File: config.mk
export PLATFORM = sky130hd
export DESIGN_NAME = wbo_exec
export DESIGN_NICKNAME = d
export VERILOG_FILES = /design/src/logic/wbo_alu.v /design/src/logic/wbo_exec.v
export VERILOG_INCLUDE_DIRS = /design/src /design/src/include
export SDC_FILE = /design/constraint.sdc
export NUM_CORES = 1
export LEC_CHECK = 0
export ABC_AREA = 1
export BUFFER_PORTS_ARGS = -buffer_cell sky130_fd_sc_hd__buf_2
export CORE_MARGIN = 1
export CORE_UTILIZATION = 60
export CTS_CLUSTER_DIAMETER = 50
export DETAILED_ROUTE_END_ITERATION = 6
export PLACE_DENSITY = 0.94
export SLEW_MARGIN = 20
export SYNTH_ARGS = -nofsm -noshare
export SYNTH_HDL_FRONTEND = slang
export SYNTH_SLANG_ARGS = --single-unit
File: constraint.sdc
create_clock -name clock -period 4.2 [get_ports clock]
set_clock_uncertainty 0.05 [all_clocks]
set_input_delay 0.21 -clock clock [delete_from_list [all_inputs] [get_ports clock]]
set_output_delay 0.21 -clock clock [all_outputs]
set_load 0.01 [all_outputs]
File: src/include/wbo_defines.vh
// constants for the word and bit operation execution unit
// assumes inclusion by bare name from the execution unit design file; the adder does not include it
`ifndef WBO_DEFINES_VH
`define WBO_DEFINES_VH

// ----------------------------------------
// opcodes
// ----------------------------------------
`define WBO_OP_WORD_ADD      8'h1D
`define WBO_OP_WORD_SUBTRACT 8'h3D
`define WBO_OP_WORD_COMPARE  8'h5D
`define WBO_OP_WORD_DEC      8'hBD
`define WBO_OP_WORD_INC      8'h9D
`define WBO_OP_LOAD_PAIR     8'h7D
`define WBO_OP_STORE_PAIR    8'hDD
`define WBO_OP_BIT_AND_C     8'h8B
`define WBO_OP_BIT_OR_C      8'h6B
`define WBO_OP_BIT_XOR_C     8'hAB
`define WBO_OP_LOAD_C        8'hCB
`define WBO_OP_STORE_C       8'hEB
`define WBO_OP_BIT_INVERT    8'h4B
`define WBO_OP_TEST_DP       8'h0C
`define WBO_OP_TEST_ABS      8'h1C
`define WBO_OP_ACC_BIT_CLR   8'h2B
`define WBO_OP_ACC_BIT_SET   8'h0B
`define WBO_OP_CARRY_CLR     8'h20
`define WBO_OP_CARRY_SET     8'hA0
`define WBO_OP_G_CLR         8'h40
`define WBO_OP_G_SET         8'hC0
`define WBO_OP_OVF_CLR       8'h80
`define WBO_OP_TEST_CLR_BITS 8'h5C
`define WBO_OP_TEST_SET_BITS 8'h3C
// low nibble shared by the direct-page bit clear/set families
`define WBO_DBIT_NIBBLE      4'h1

// ----------------------------------------
// cycle counts, start cycle to done cycle
// ----------------------------------------
`define WBO_CYC_WORD_ARITH   3'h5
`define WBO_CYC_WORD_CMP     3'h4
`define WBO_CYC_WORD_RMW     3'h6
`define WBO_CYC_PAIR_MOVE    3'h5
`define WBO_CYC_BIT_AND      3'h4
`define WBO_CYC_BIT_OR_XOR   3'h5
`define WBO_CYC_LOAD_C       3'h4
`define WBO_CYC_STORE_C      3'h6
`define WBO_CYC_BIT_INVERT   3'h5
`define WBO_CYC_TEST_DP      3'h4
`define WBO_CYC_TEST_ABS     3'h5
`define WBO_CYC_DBIT         3'h4
`define WBO_CYC_REG_ONLY     3'h2
`define WBO_CYC_TEST_BITS    3'h6

// ----------------------------------------
// status flag positions and reset values
// ----------------------------------------
`define WBO_F_N 7
`define WBO_F_V 6
`define WBO_F_G 5
`define WBO_F_H 3
`define WBO_F_Z 1
`define WBO_F_C 0
`define WBO_RST_BYTE 8'h00
`define WBO_RST_ADDR 16'h0000

`endif

File: src/logic/wbo_alu.v
// 16-bit adder/subtractor with status flags for the word operations
// assumes purely combinational use by the execution unit
`timescale 1ns/10ps
`default_nettype none
module wbo_alu (
  input  wire [15:0] op_a,   // minuend or first addend
  input  wire [15:0] op_b,   // subtrahend or second addend
  input  wire        sub,    // 1 = subtract
  output wire [15:0] res,    // result
  output wire        fl_n,   // sign of result
  output wire        fl_v,   // signed overflow
  output wire        fl_h,   // carry out of bit 11
  output wire        fl_z,   // result zero
  output wire        fl_c    // carry out; on subtract 1 means no borrow
);
  // subtract as a + ~b + 1 so one carry chain serves both
  wire [15:0] b_eff = sub ? ~op_b : op_b;
  wire [16:0] sum   = {1'b0, op_a} + {1'b0, b_eff} + {16'h0000, sub};
  wire [12:0] low   = {1'b0, op_a[11:0]} + {1'b0, b_eff[11:0]} + {12'h000, sub};

  assign res  = sum[15:0];
  assign fl_n = sum[15];
  assign fl_v = (op_a[15] == b_eff[15]) && (sum[15] != op_a[15]);
  assign fl_h = low[12];
  assign fl_z = (sum[15:0] == 16'h0000);
  assign fl_c = sum[16];
endmodule // wbo_alu
`default_nettype wire

File: src/logic/wbo_exec.v
// execution unit for the word operations and bit manipulation group
// assumes a fetch unit that hands over opcode and operand bytes with a
// one-cycle start pulse, and a data memory that returns read data in the
// cycle after mem_rd is high and takes writes at the edge ending mem_wr
//
// Functional notes
// RULE1: word add: pair plus memory pair, no carry in, sets N V H Z C
// RULE2: word subtract: pair minus memory pair, no borrow in, sets N V H Z C
// RULE3: word compare: pair minus memory pair, only N Z C change
// RULE4: word decrement: memory pair minus one written back, sets N Z
// RULE5: word increment: memory pair plus one written back, sets N Z
// RULE6: load pair from memory pair, high byte from next address, sets N Z
// RULE7: store accumulator at address, Y at next address, flags kept
// RULE8: carry becomes carry AND bit, or AND inverted bit
// RULE9: carry becomes carry OR bit, or OR inverted bit
// RULE10: carry becomes carry XOR bit, or XOR inverted bit
// RULE11: carry loaded from bit or from inverted bit
// RULE12: carry stored into addressed bit, other bits and flags kept
// RULE13: addressed memory bit inverted by read-modify-write, flags kept
// RULE14: bit test: Z from A AND M, N from M7, V from M6, no write
// RULE15: direct-page bit forced low or high, other bits and flags kept
// RULE16: accumulator bit forced low or high, flags kept
// RULE17: carry forced low or high
// RULE18: G flag forced low or high
// RULE19: overflow flag forced low
// RULE20: N Z from A minus M, then M written as M AND NOT A
// RULE21: N Z from A minus M, then M written as M OR A
// RULE22: operand bytes carry variant, bit number and address for bit ops
// RULE23: x/y families take bit number from opcode top bits
`timescale 1ns/10ps
`default_nettype none
`include "wbo_defines.vh"
module wbo_exec #(
  parameter AW = 16                 // data memory address width
) (
  input  wire          clock,       // core clock
  input  wire          nrst,        // asynchronous reset, active low
  input  wire          start,       // one-cycle request, taken when idle
  input  wire [7:0]    opcode,      // instruction opcode
  input  wire [7:0]    oper1,       // first operand byte
  input  wire [7:0]    oper2,       // second operand byte
  input  wire [7:0]    a_in,        // accumulator at start
  input  wire [7:0]    y_in,        // Y register at start
  input  wire [7:0]    psw_in,      // status flags at start
  input  wire [7:0]    mem_rdata,   // memory read data
  output reg           busy,        // instruction in progress
  output reg           done,        // one-cycle pulse, results valid
  output reg           bad_op,      // opcode not handled by this unit
  output reg  [7:0]    a_out,       // accumulator result
  output reg  [7:0]    y_out,       // Y register result
  output reg  [7:0]    psw_out,     // status flag result
  output reg  [AW-1:0] mem_addr,    // memory address
  output reg           mem_rd,      // memory read strobe
  output reg           mem_wr,      // memory write strobe
  output reg  [7:0]    mem_wdata    // memory write data
);

  // ----------------------------------------
  // instruction classes
  // ----------------------------------------
  localparam [3:0] CL_NONE = 4'h0;
  localparam [3:0] CL_WRD  = 4'h1;  // word read into pair or flags
  localparam [3:0] CL_WRMW = 4'h2;  // word read-modify-write
  localparam [3:0] CL_WST  = 4'h3;  // pair store
  localparam [3:0] CL_MBIT = 4'h4;  // 3-byte memory bit ops
  localparam [3:0] CL_DBIT = 4'h5;  // direct-page bit clear/set
  localparam [3:0] CL_BIT  = 4'h6;  // bit test
  localparam [3:0] CL_TST  = 4'h7;  // test and set/clear bits
  localparam [3:0] CL_REG  = 4'h8;  // register and flag only

  // ----------------------------------------
  // decode of the incoming request
  // ----------------------------------------
  reg [3:0]    cls_d;
  reg [2:0]    ncyc_d;
  reg [AW-1:0] ea_d;
  reg [2:0]    bitn_d;

  wire [AW-1:0] dp_addr  = {{(AW-9){1'b0}}, psw_in[`WBO_F_G], oper1};
  // padded first and then cut, so no zero-width replication at AW=16
  wire [AW+15:0] abs_ext = {{AW{1'b0}}, oper2, oper1};
  wire [AW-1:0]  abs_addr = abs_ext[AW-1:0];
  // 3-byte bit form: variant in top bit, then bit number, then 12-bit address
  wire [AW-1:0] mb_addr  = {{(AW-12){1'b0}}, oper2[3:0], oper1};

  always @* begin
    cls_d  = CL_NONE;
    ncyc_d = `WBO_CYC_REG_ONLY;
    ea_d   = dp_addr;
    bitn_d = oper1[2:0];
    case (opcode)
      `WBO_OP_WORD_ADD, `WBO_OP_WORD_SUBTRACT: begin
        cls_d  = CL_WRD;
        ncyc_d = `WBO_CYC_WORD_ARITH;
      end
      `WBO_OP_WORD_COMPARE: begin
        cls_d  = CL_WRD;
        ncyc_d = `WBO_CYC_WORD_CMP;
      end
      `WBO_OP_LOAD_PAIR: begin
        cls_d  = CL_WRD;
        ncyc_d = `WBO_CYC_PAIR_MOVE;
      end
      `WBO_OP_WORD_DEC, `WBO_OP_WORD_INC: begin
        cls_d  = CL_WRMW;
        ncyc_d = `WBO_CYC_WORD_RMW;
      end
      `WBO_OP_STORE_PAIR: begin
        cls_d  = CL_WST;
        ncyc_d = `WBO_CYC_PAIR_MOVE;
      end
      `WBO_OP_BIT_AND_C, `WBO_OP_LOAD_C: begin
        cls_d  = CL_MBIT;
        ncyc_d = `WBO_CYC_BIT_AND;
      end
      `WBO_OP_BIT_OR_C, `WBO_OP_BIT_XOR_C: begin
        cls_d  = CL_MBIT;
        ncyc_d = `WBO_CYC_BIT_OR_XOR;
      end
      `WBO_OP_STORE_C: begin
        cls_d  = CL_MBIT;
        ncyc_d = `WBO_CYC_STORE_C;
      end
      `WBO_OP_BIT_INVERT: begin
        cls_d  = CL_MBIT;
        ncyc_d = `WBO_CYC_BIT_INVERT;
      end
      `WBO_OP_TEST_DP: begin
        cls_d  = CL_BIT;
        ncyc_d = `WBO_CYC_TEST_DP;
      end
      `WBO_OP_TEST_ABS: begin
        cls_d  = CL_BIT;
        ncyc_d = `WBO_CYC_TEST_ABS;
      end
      `WBO_OP_TEST_CLR_BITS, `WBO_OP_TEST_SET_BITS: begin
        cls_d  = CL_TST;
        ncyc_d = `WBO_CYC_TEST_BITS;
      end
      `WBO_OP_ACC_BIT_CLR, `WBO_OP_ACC_BIT_SET, `WBO_OP_CARRY_CLR,
      `WBO_OP_CARRY_SET, `WBO_OP_G_CLR, `WBO_OP_G_SET, `WBO_OP_OVF_CLR: begin
        cls_d  = CL_REG;
      end
      default: begin
        // RULE23: family bit number
        if (opcode[3:0] == `WBO_DBIT_NIBBLE) begin
          cls_d  = CL_DBIT;
          ncyc_d = `WBO_CYC_DBIT;
          bitn_d = opcode[7:5];
        end
      end
    endcase
    if (cls_d == CL_TST || opcode == `WBO_OP_TEST_ABS)
      ea_d = abs_addr;
    // RULE22: operand byte fields
    if (cls_d == CL_MBIT) begin
      ea_d   = mb_addr;
      bitn_d = oper2[6:4];
    end
  end

  // ----------------------------------------
  // held instruction state
  // ----------------------------------------
  reg [7:0]    op_reg;
  reg [3:0]    cls_reg;
  reg [2:0]    ncyc_reg;
  reg [2:0]    step_reg;
  reg [AW-1:0] ea_reg;
  reg [2:0]    bitn_reg;
  reg          inv_reg;
  reg [7:0]    lo_reg;
  reg [15:0]   res_reg;

  // one-hot mask of the selected bit
  wire [7:0] mask;
  genvar gi;
  generate
    for (gi = 0; gi < 8; gi = gi + 1) begin : g_mask
      localparam [2:0] IDX = gi;
      assign mask[gi] = (bitn_reg == IDX);
    end
  endgenerate

  // ----------------------------------------
  // datapath
  // ----------------------------------------
  wire [15:0] mem_pair = {mem_rdata, lo_reg};
  wire        is_rmw   = (cls_reg == CL_WRMW);
  wire        is_sub   = (op_reg == `WBO_OP_WORD_SUBTRACT) ||
                         (op_reg == `WBO_OP_WORD_COMPARE) ||
                         (op_reg == `WBO_OP_WORD_DEC);
  wire [15:0] alu_a    = is_rmw ? mem_pair : {y_out, a_out};
  wire [15:0] alu_b    = is_rmw ? 16'h0001 : mem_pair;
  wire [15:0] alu_res;
  wire        alu_n;
  wire        alu_v;
  wire        alu_h;
  wire        alu_z;
  wire        alu_c;

  wbo_alu u_alu (
    .op_a (alu_a),
    .op_b (alu_b),
    .sub  (is_sub),
    .res  (alu_res),
    .fl_n (alu_n),
    .fl_v (alu_v),
    .fl_h (alu_h),
    .fl_z (alu_z),
    .fl_c (alu_c)
  );

  wire       m_bit  = |(mem_rdata & mask);
  wire       m_sel  = m_bit ^ inv_reg;
  wire       c_now  = psw_out[`WBO_F_C];
  wire [7:0] a_diff = a_out - mem_rdata;
  wire       last   = (step_reg == ncyc_reg - 3'h1);

  // ----------------------------------------
  // sequencer
  // ----------------------------------------
  always @(posedge clock or negedge nrst) begin
    if (!nrst) begin
      busy      <= 1'b0;
      done      <= 1'b0;
      bad_op    <= 1'b0;
      a_out     <= `WBO_RST_BYTE;
      y_out     <= `WBO_RST_BYTE;
      psw_out   <= `WBO_RST_BYTE;
      mem_addr  <= {AW{1'b0}};
      mem_rd    <= 1'b0;
      mem_wr    <= 1'b0;
      mem_wdata <= `WBO_RST_BYTE;
      op_reg    <= `WBO_RST_BYTE;
      cls_reg   <= CL_NONE;
      ncyc_reg  <= `WBO_CYC_REG_ONLY;
      step_reg  <= 3'h0;
      ea_reg    <= {AW{1'b0}};
      bitn_reg  <= 3'h0;
      inv_reg   <= 1'b0;
      lo_reg    <= `WBO_RST_BYTE;
      res_reg   <= 16'h0000;
    end else begin
      done   <= 1'b0;
      mem_rd <= 1'b0;
      mem_wr <= 1'b0;
      if (!busy) begin
        if (start) begin
          busy     <= 1'b1;
          bad_op   <= (cls_d == CL_NONE);
          op_reg   <= opcode;
          cls_reg  <= cls_d;
          ncyc_reg <= ncyc_d;
          step_reg <= 3'h1;
          ea_reg   <= ea_d;
          bitn_reg <= bitn_d;
          inv_reg  <= oper2[7];
          a_out    <= a_in;
          y_out    <= y_in;
          psw_out  <= psw_in;
          mem_addr <= ea_d;
          // RULE7: accumulator to low address
          if (cls_d == CL_WST) begin
            mem_wr    <= 1'b1;
            mem_wdata <= a_in;
          end else if (cls_d != CL_REG && cls_d != CL_NONE) begin
            mem_rd <= 1'b1;
          end
        end
      end else begin
        step_reg <= step_reg + 3'h1;
        if (last) begin
          busy <= 1'b0;
          done <= 1'b1;
        end
        case (cls_reg)
          CL_WRD, CL_WRMW: begin
            // high byte sits at the following address
            if (step_reg == 3'h1) begin
              mem_rd   <= 1'b1;
              mem_addr <= ea_reg + 1'b1;
            end
            if (step_reg == 3'h2)
              lo_reg <= mem_rdata;
            if (step_reg == 3'h3) begin
              case (op_reg)
                // RULE1: word add
                // RULE2: word subtract
                `WBO_OP_WORD_ADD, `WBO_OP_WORD_SUBTRACT: begin
                  {y_out, a_out}      <= alu_res;
                  psw_out[`WBO_F_N]   <= alu_n;
                  psw_out[`WBO_F_V]   <= alu_v;
                  psw_out[`WBO_F_H]   <= alu_h;
                  psw_out[`WBO_F_Z]   <= alu_z;
                  psw_out[`WBO_F_C]   <= alu_c;
                end
                // RULE3: compare, flags only
                `WBO_OP_WORD_COMPARE: begin
                  psw_out[`WBO_F_N] <= alu_n;
                  psw_out[`WBO_F_Z] <= alu_z;
                  psw_out[`WBO_F_C] <= alu_c;
                end
                // RULE6: load pair
                `WBO_OP_LOAD_PAIR: begin
                  {y_out, a_out}    <= mem_pair;
                  psw_out[`WBO_F_N] <= mem_pair[15];
                  psw_out[`WBO_F_Z] <= (mem_pair == 16'h0000);
                end
                // RULE4: decrement written back
                // RULE5: increment written back
                default: begin
                  res_reg           <= alu_res;
                  psw_out[`WBO_F_N] <= alu_n;
                  psw_out[`WBO_F_Z] <= alu_z;
                  mem_wr            <= 1'b1;
                  mem_addr          <= ea_reg;
                  mem_wdata         <= alu_res[7:0];
                end
              endcase
            end
            if (is_rmw && step_reg == 3'h4) begin
              mem_wr    <= 1'b1;
              mem_addr  <= ea_reg + 1'b1;
              mem_wdata <= res_reg[15:8];
            end
          end
          CL_WST: begin
            // RULE7: Y to high address
            if (step_reg == 3'h1) begin
              mem_wr    <= 1'b1;
              mem_addr  <= ea_reg + 1'b1;
              mem_wdata <= y_out;
            end
          end
          CL_MBIT, CL_DBIT, CL_BIT, CL_TST: begin
            // byte read at start arrives here; writes go to the same address
            if (step_reg == 3'h2) begin
              mem_addr <= ea_reg;
              case (op_reg)
                // RULE8: carry AND bit
                `WBO_OP_BIT_AND_C: psw_out[`WBO_F_C] <= c_now & m_sel;
                // RULE9: carry OR bit
                `WBO_OP_BIT_OR_C:  psw_out[`WBO_F_C] <= c_now | m_sel;
                // RULE10: carry XOR bit
                `WBO_OP_BIT_XOR_C: psw_out[`WBO_F_C] <= c_now ^ m_sel;
                // RULE11: carry from bit
                `WBO_OP_LOAD_C:    psw_out[`WBO_F_C] <= m_sel;
                // RULE12: carry into bit
                `WBO_OP_STORE_C: begin
                  mem_wr    <= 1'b1;
                  mem_wdata <= (mem_rdata & ~mask) | (c_now ? mask : 8'h00);
                end
                // RULE13: invert bit
                `WBO_OP_BIT_INVERT: begin
                  mem_wr    <= 1'b1;
                  mem_wdata <= mem_rdata ^ mask;
                end
                // RULE14: bit test flags
                `WBO_OP_TEST_DP, `WBO_OP_TEST_ABS: begin
                  psw_out[`WBO_F_Z] <= ((a_out & mem_rdata) == 8'h00);
                  psw_out[`WBO_F_N] <= mem_rdata[7];
                  psw_out[`WBO_F_V] <= mem_rdata[6];
                end
                // RULE20: test and clear
                `WBO_OP_TEST_CLR_BITS: begin
                  psw_out[`WBO_F_N] <= a_diff[7];
                  psw_out[`WBO_F_Z] <= (a_diff == 8'h00);
                  mem_wr            <= 1'b1;
                  mem_wdata         <= mem_rdata & ~a_out;
                end
                // RULE21: test and set
                `WBO_OP_TEST_SET_BITS: begin
                  psw_out[`WBO_F_N] <= a_diff[7];
                  psw_out[`WBO_F_Z] <= (a_diff == 8'h00);
                  mem_wr            <= 1'b1;
                  mem_wdata         <= mem_rdata | a_out;
                end
                // RULE15: force memory bit
                default: begin
                  mem_wr    <= 1'b1;
                  mem_wdata <= op_reg[4] ? (mem_rdata & ~mask) : (mem_rdata | mask);
                end
              endcase
            end
          end
          CL_REG: begin
            if (step_reg == 3'h1) begin
              case (op_reg)
                // RULE16: accumulator bit
                `WBO_OP_ACC_BIT_CLR: a_out <= a_out & ~mask;
                `WBO_OP_ACC_BIT_SET: a_out <= a_out | mask;
                // RULE17: carry clear/set
                `WBO_OP_CARRY_CLR:   psw_out[`WBO_F_C] <= 1'b0;
                `WBO_OP_CARRY_SET:   psw_out[`WBO_F_C] <= 1'b1;
                // RULE18: G clear/set
                `WBO_OP_G_CLR:       psw_out[`WBO_F_G] <= 1'b0;
                `WBO_OP_G_SET:       psw_out[`WBO_F_G] <= 1'b1;
                // RULE19: overflow clear
                `WBO_OP_OVF_CLR:     psw_out[`WBO_F_V] <= 1'b0;
                default:             psw_out <= psw_out;
              endcase
            end
          end
          default: begin
            // unknown opcode: runs the short count with no effect
            lo_reg <= lo_reg;
          end
        endcase
      end
    end
  end

endmodule // wbo_exec
`default_nettype wire

==> flow_summary.yaml <==
run_status:
  run_status: "complete, but fails checks"
  violations: "negative hold slack"
worst_setup_path:
  max_stage_delay_ns: 0.48
  cp.buffers_inverters: 2
  cp_slowest_cell: "fa_1"
  crit_top_cell: "nand2_1"
  critPathCapture: "psw_out[1]$_DFFE_PN0P_"
  cp_top_family: "simple AND/OR/NAND/NOR gates"
  worst-path-max-fanout: 16
  cp_cell_sequence: "inv_1 -> nand2_1 -> nor2_2 -> nand2_1 -> nand2_1 -> buf_4 -> xnor2_1 -> fa_1 -> nand3_1 -> a21oi_1 -> nor2_1 -> nand2_1 -> nand2_1 -> nand2_1 -> nor2_1 -> nand3_1 -> nor2_1 -> nand3_1 -> o21bai_1 -> nand2_1 -> nand2_1 -> nand2_1 -> nand2_1"
  r2r-end: "psw_out[1]$_DFFE_PN0P_"
  r2r_setup_slack_ns: 0.68
  cp-start-kind: "flip-flop"
  worstSetupPathType: "flip-flop to flip-flop"
  rr_startpoint: "op_reg[1]$_DFFE_PN0P_"
  critPathRequiredTime_ns: 4.46
  endpoint_kind: "flip-flop"
  cp-startpoint: "op_reg[1]$_DFFE_PN0P_"
  r2r_cells: 23
  cp.arrival_ns: 3.78
  cp_num_cells: 23
detailed_routing:
  antenna_left: 0
  viasPerCell: 6.17
  post_drt_wl_per_cell_microns: 19.3
  wl_microns: 33500
  drc_errors: 0
  num_vias: 10700
  drt_iter0_drc: 1518
  firstDrtPassIters: 6
synthesis:
  syn_nets: 1552
  async_flop_share_pct: 100
  yosys.area.top_type: "dfrtp_1"
  synth_seq_cells: 107
  avgSynthCellArea_sq_um: 6.63
  synth_edf_count: 0
  synth_common_cells: "nand2_1, inv_1, o21ai_0, nor2_1, dfrtp_1"
  yosysWarnings: 0
  ys_types: 51
  seq_area_frac_synth_pct: 28.3
  ys_top_cells_by_area: "dfrtp_1, nand2_1, ha_1"
  yosysMostFrequentCell: "nand2_1"
  yosys_most_used_dff: "dfrtp_1"
  synth_area_sq_mm: 0.00948
  synth_top_area_share_pct: 28.0
  synth_cells: 1429
power_and_ir_drop:
  swShare_pct: 55.2
  clkPwrFrac_pct: 10.5
  comb_power_share_pct: 66.4
  intPower_w: 0.00385
  total_power_w: 0.00860
  p_per_area_mw_per_mm2: 815
  power.switching_w: 0.00474
  p_seq_share_pct: 23.2
  max-vdd-ir-drop_v: 0.000369
  power_leakage_nw: 5.24
layout:
  antenna_cells: 0
  nNetsFinal: 1645
  fillerInstances: 1315
  syn_to_final_growth_pct: 11.3
  drive_above_1_share_pct: 12.9
clock_tree:
  cts_tree: "done"
  cts_buffer_depth: 2
  cts_setup_buffers: 0
  root_buffer: "clkbuf_16"
  htree_levels: 3
  path_clk_slew_ns: 0.08
  clock_sinks: 107
  cts_made_buffers: 9
  clk_latency_ns: 0.37
placement:
  io_buffers: 111
  dp_hpwl_microns: 25100
  gp_congestion: 1.03
sta:
  period_share_pct: 83.8
  rsz0062_at_grt: "false"
  holdWs_ns: -0.00128
  drv_slew: 0
  tns_ns: 0
  worst_pin_slew_ns: 0.855
  max_freq_mhz: 284
  relSlewSlack_pct: 42.9
  setup_viol: 0
  fin_crit_ns: 3.52
  hold_viol: 1
global_routing:
  grt_max_degree: 48
  grt_pass1_wl_microns: 53000
  grt_pass1_vias: 9799
  grt_busiest_layer: "met2"
  grt_use_total_pct: 42.5
  use_met1_pct: 58.6
  use_met3_pct: 9.35
  overflow: 0
  antenna_found_initial: 0
  grtUsageMet2_pct: 63.3
die:
  die_area_sq_mm: 0.0163
  dieWidth_microns: 128
  initial_core_util_pct: 61.9
  core_sq_mm: 0.0153
  pin_count: 112
  die_h_microns: 128
  rows: 45
run:
  maxCapViolations: 0
min_path:
  min-delay-path-class: "input port to flip-flop"
[worst reg2reg max path, stage by stage (launching register included)]
cell      delay [ns]
dfrtp_1         0.40
inv_1           0.08
nand2_1         0.07
nor2_2          0.19
nand2_1         0.15
nand2_1         0.10
buf_4           0.28
xnor2_1         0.17
fa_1            0.48
nand3_1         0.14
a21oi_1         0.10
nor2_1          0.10
nand2_1         0.06
nand2_1         0.17
nand2_1         0.08
nor2_1          0.11
nand3_1         0.12
nor2_1          0.13
nand3_1         0.10
o21bai_1        0.16
nand2_1         0.06
nand2_1         0.05
nand2_1         0.05
nand2_1         0.06
[per-stage QoR]
stage / cells / hold WS, ns / setup slack, ns / utilization (%) / area [sq um]
finish: 1738 / -0.00128 / 0.682 / 68.9 / 10500
global route: 1738 / 0.000714 / 0.244 / 68.9 / 10500
CTS: 1738 / 0.00594 / 0.747 / 68.9 / 10500
detailed placement: 1720 / 0.0854 / 0.766 / 66.8 / 10200
global placement: 1720 / 0.0950 / 0.806 / 66.8 / 10200
floorplan: 1429 / -0.136 / 1.11 / - / 9480
[layout make-up]
class | count | area, sq um | share of cell area (%)
multi-input cells | 1108 | 5970 | 56.6
flip-flops and latches | 107 | 2680 | 25.4
repair buffers | 131 | 713 | 6.76
inverters | 165 | 619 | 5.87
well taps | 211 | 264 | 2.50
clock buffers | 11 | 233 | 2.21
clock inverters | 5 | 62.6 | 0.593
[power groups by stage]
stage	clock, W	combinational (W)	sequential, W
6_report	0.000900	0.00570	0.00199
5_1_grt	0.000935	0.00630	0.00203
4_1_cts	0.000898	0.00552	0.00196
3_5_place_dp	0	0.00548	0.00197
3_3_place_gp	0	0.00537	0.00196
2_1_floorplan	0	0.00382	0.00192
[cell families (layout without fill, tap and decap cells)]
family          Yosys count  after routing  share of synthesized area (%)
simple gates            653            653                           29.3
compound gates          352            352                           21.5
buf+inv                 214            312                           8.77
flops                   107            107                           28.3
fa+ha+maj                64             64                           8.53
xor+xnor                 38             38                           3.51
mux                       1              1                          0.106
[metal layers]
metal,share of wire [%],vias up
li1,-,4952
met1,40,4896
met2,43,759
met3,12,125
met4,4.3,0
met5,0,-
[worst min-delay path by stage]
| stage | startpoint | to | slack, ns | depth (start not counted) |
|---|---|---|---|---|
| global placement | nrst | asynchronous set/reset pin | 0.1 | 1 |
| global route | psw_in[4] | psw_out[4]$_DFFE_PN0P_ | 0.0007 | 3 |
| CTS | psw_in[4] | psw_out[4]$_DFFE_PN0P_ | 0.006 | 3 |
| floorplan | nrst | asynchronous set/reset pin | -0.14 | 0 |
| finish | psw_in[4] | psw_out[4]$_DFFE_PN0P_ | -0.001 | 3 |
| detailed placement | nrst | asynchronous set/reset pin | 0.09 | 1 |
[layout by cell type, fill, tap and decap left out, types with 5 or more instances in the layout]
cell,synthesis,routed
nand2_1,389,389
inv_1,143,143
o21ai_0,137,137
nor2_1,114,113
buf_2,10,110
dfrtp_1,106,105
a21oi_1,92,92
ha_1,63,63
nand3_1,61,61
o211ai_1,32,32
nor3_1,28,28
xnor2_1,19,19
xor2_1,19,19
o21ai_1,19,19
buf_4,2,19
a22oi_1,17,17
inv_2,15,15
nand4_1,15,15
nor2_2,12,12
o22ai_1,11,11
nor4_1,10,10
a31oi_1,9,9
clkbuf_16,0,9
clkinv_1,7,7
o21bai_1,7,7
nand2_2,6,6
o2111ai_1,6,6
nand3b_1,5,5
[timing repair]
| item | 4_1_cts | 5_1_grt |
|---|---|---|
| hold endpoints to repair | 23 | 0 |
| gates resized for setup | 0 | 0 |
| setup endpoints to repair | 0 | 0 |
| hold buffers | 2 | 0 |
Note: power is estimated with default switching activity, not from simulation.
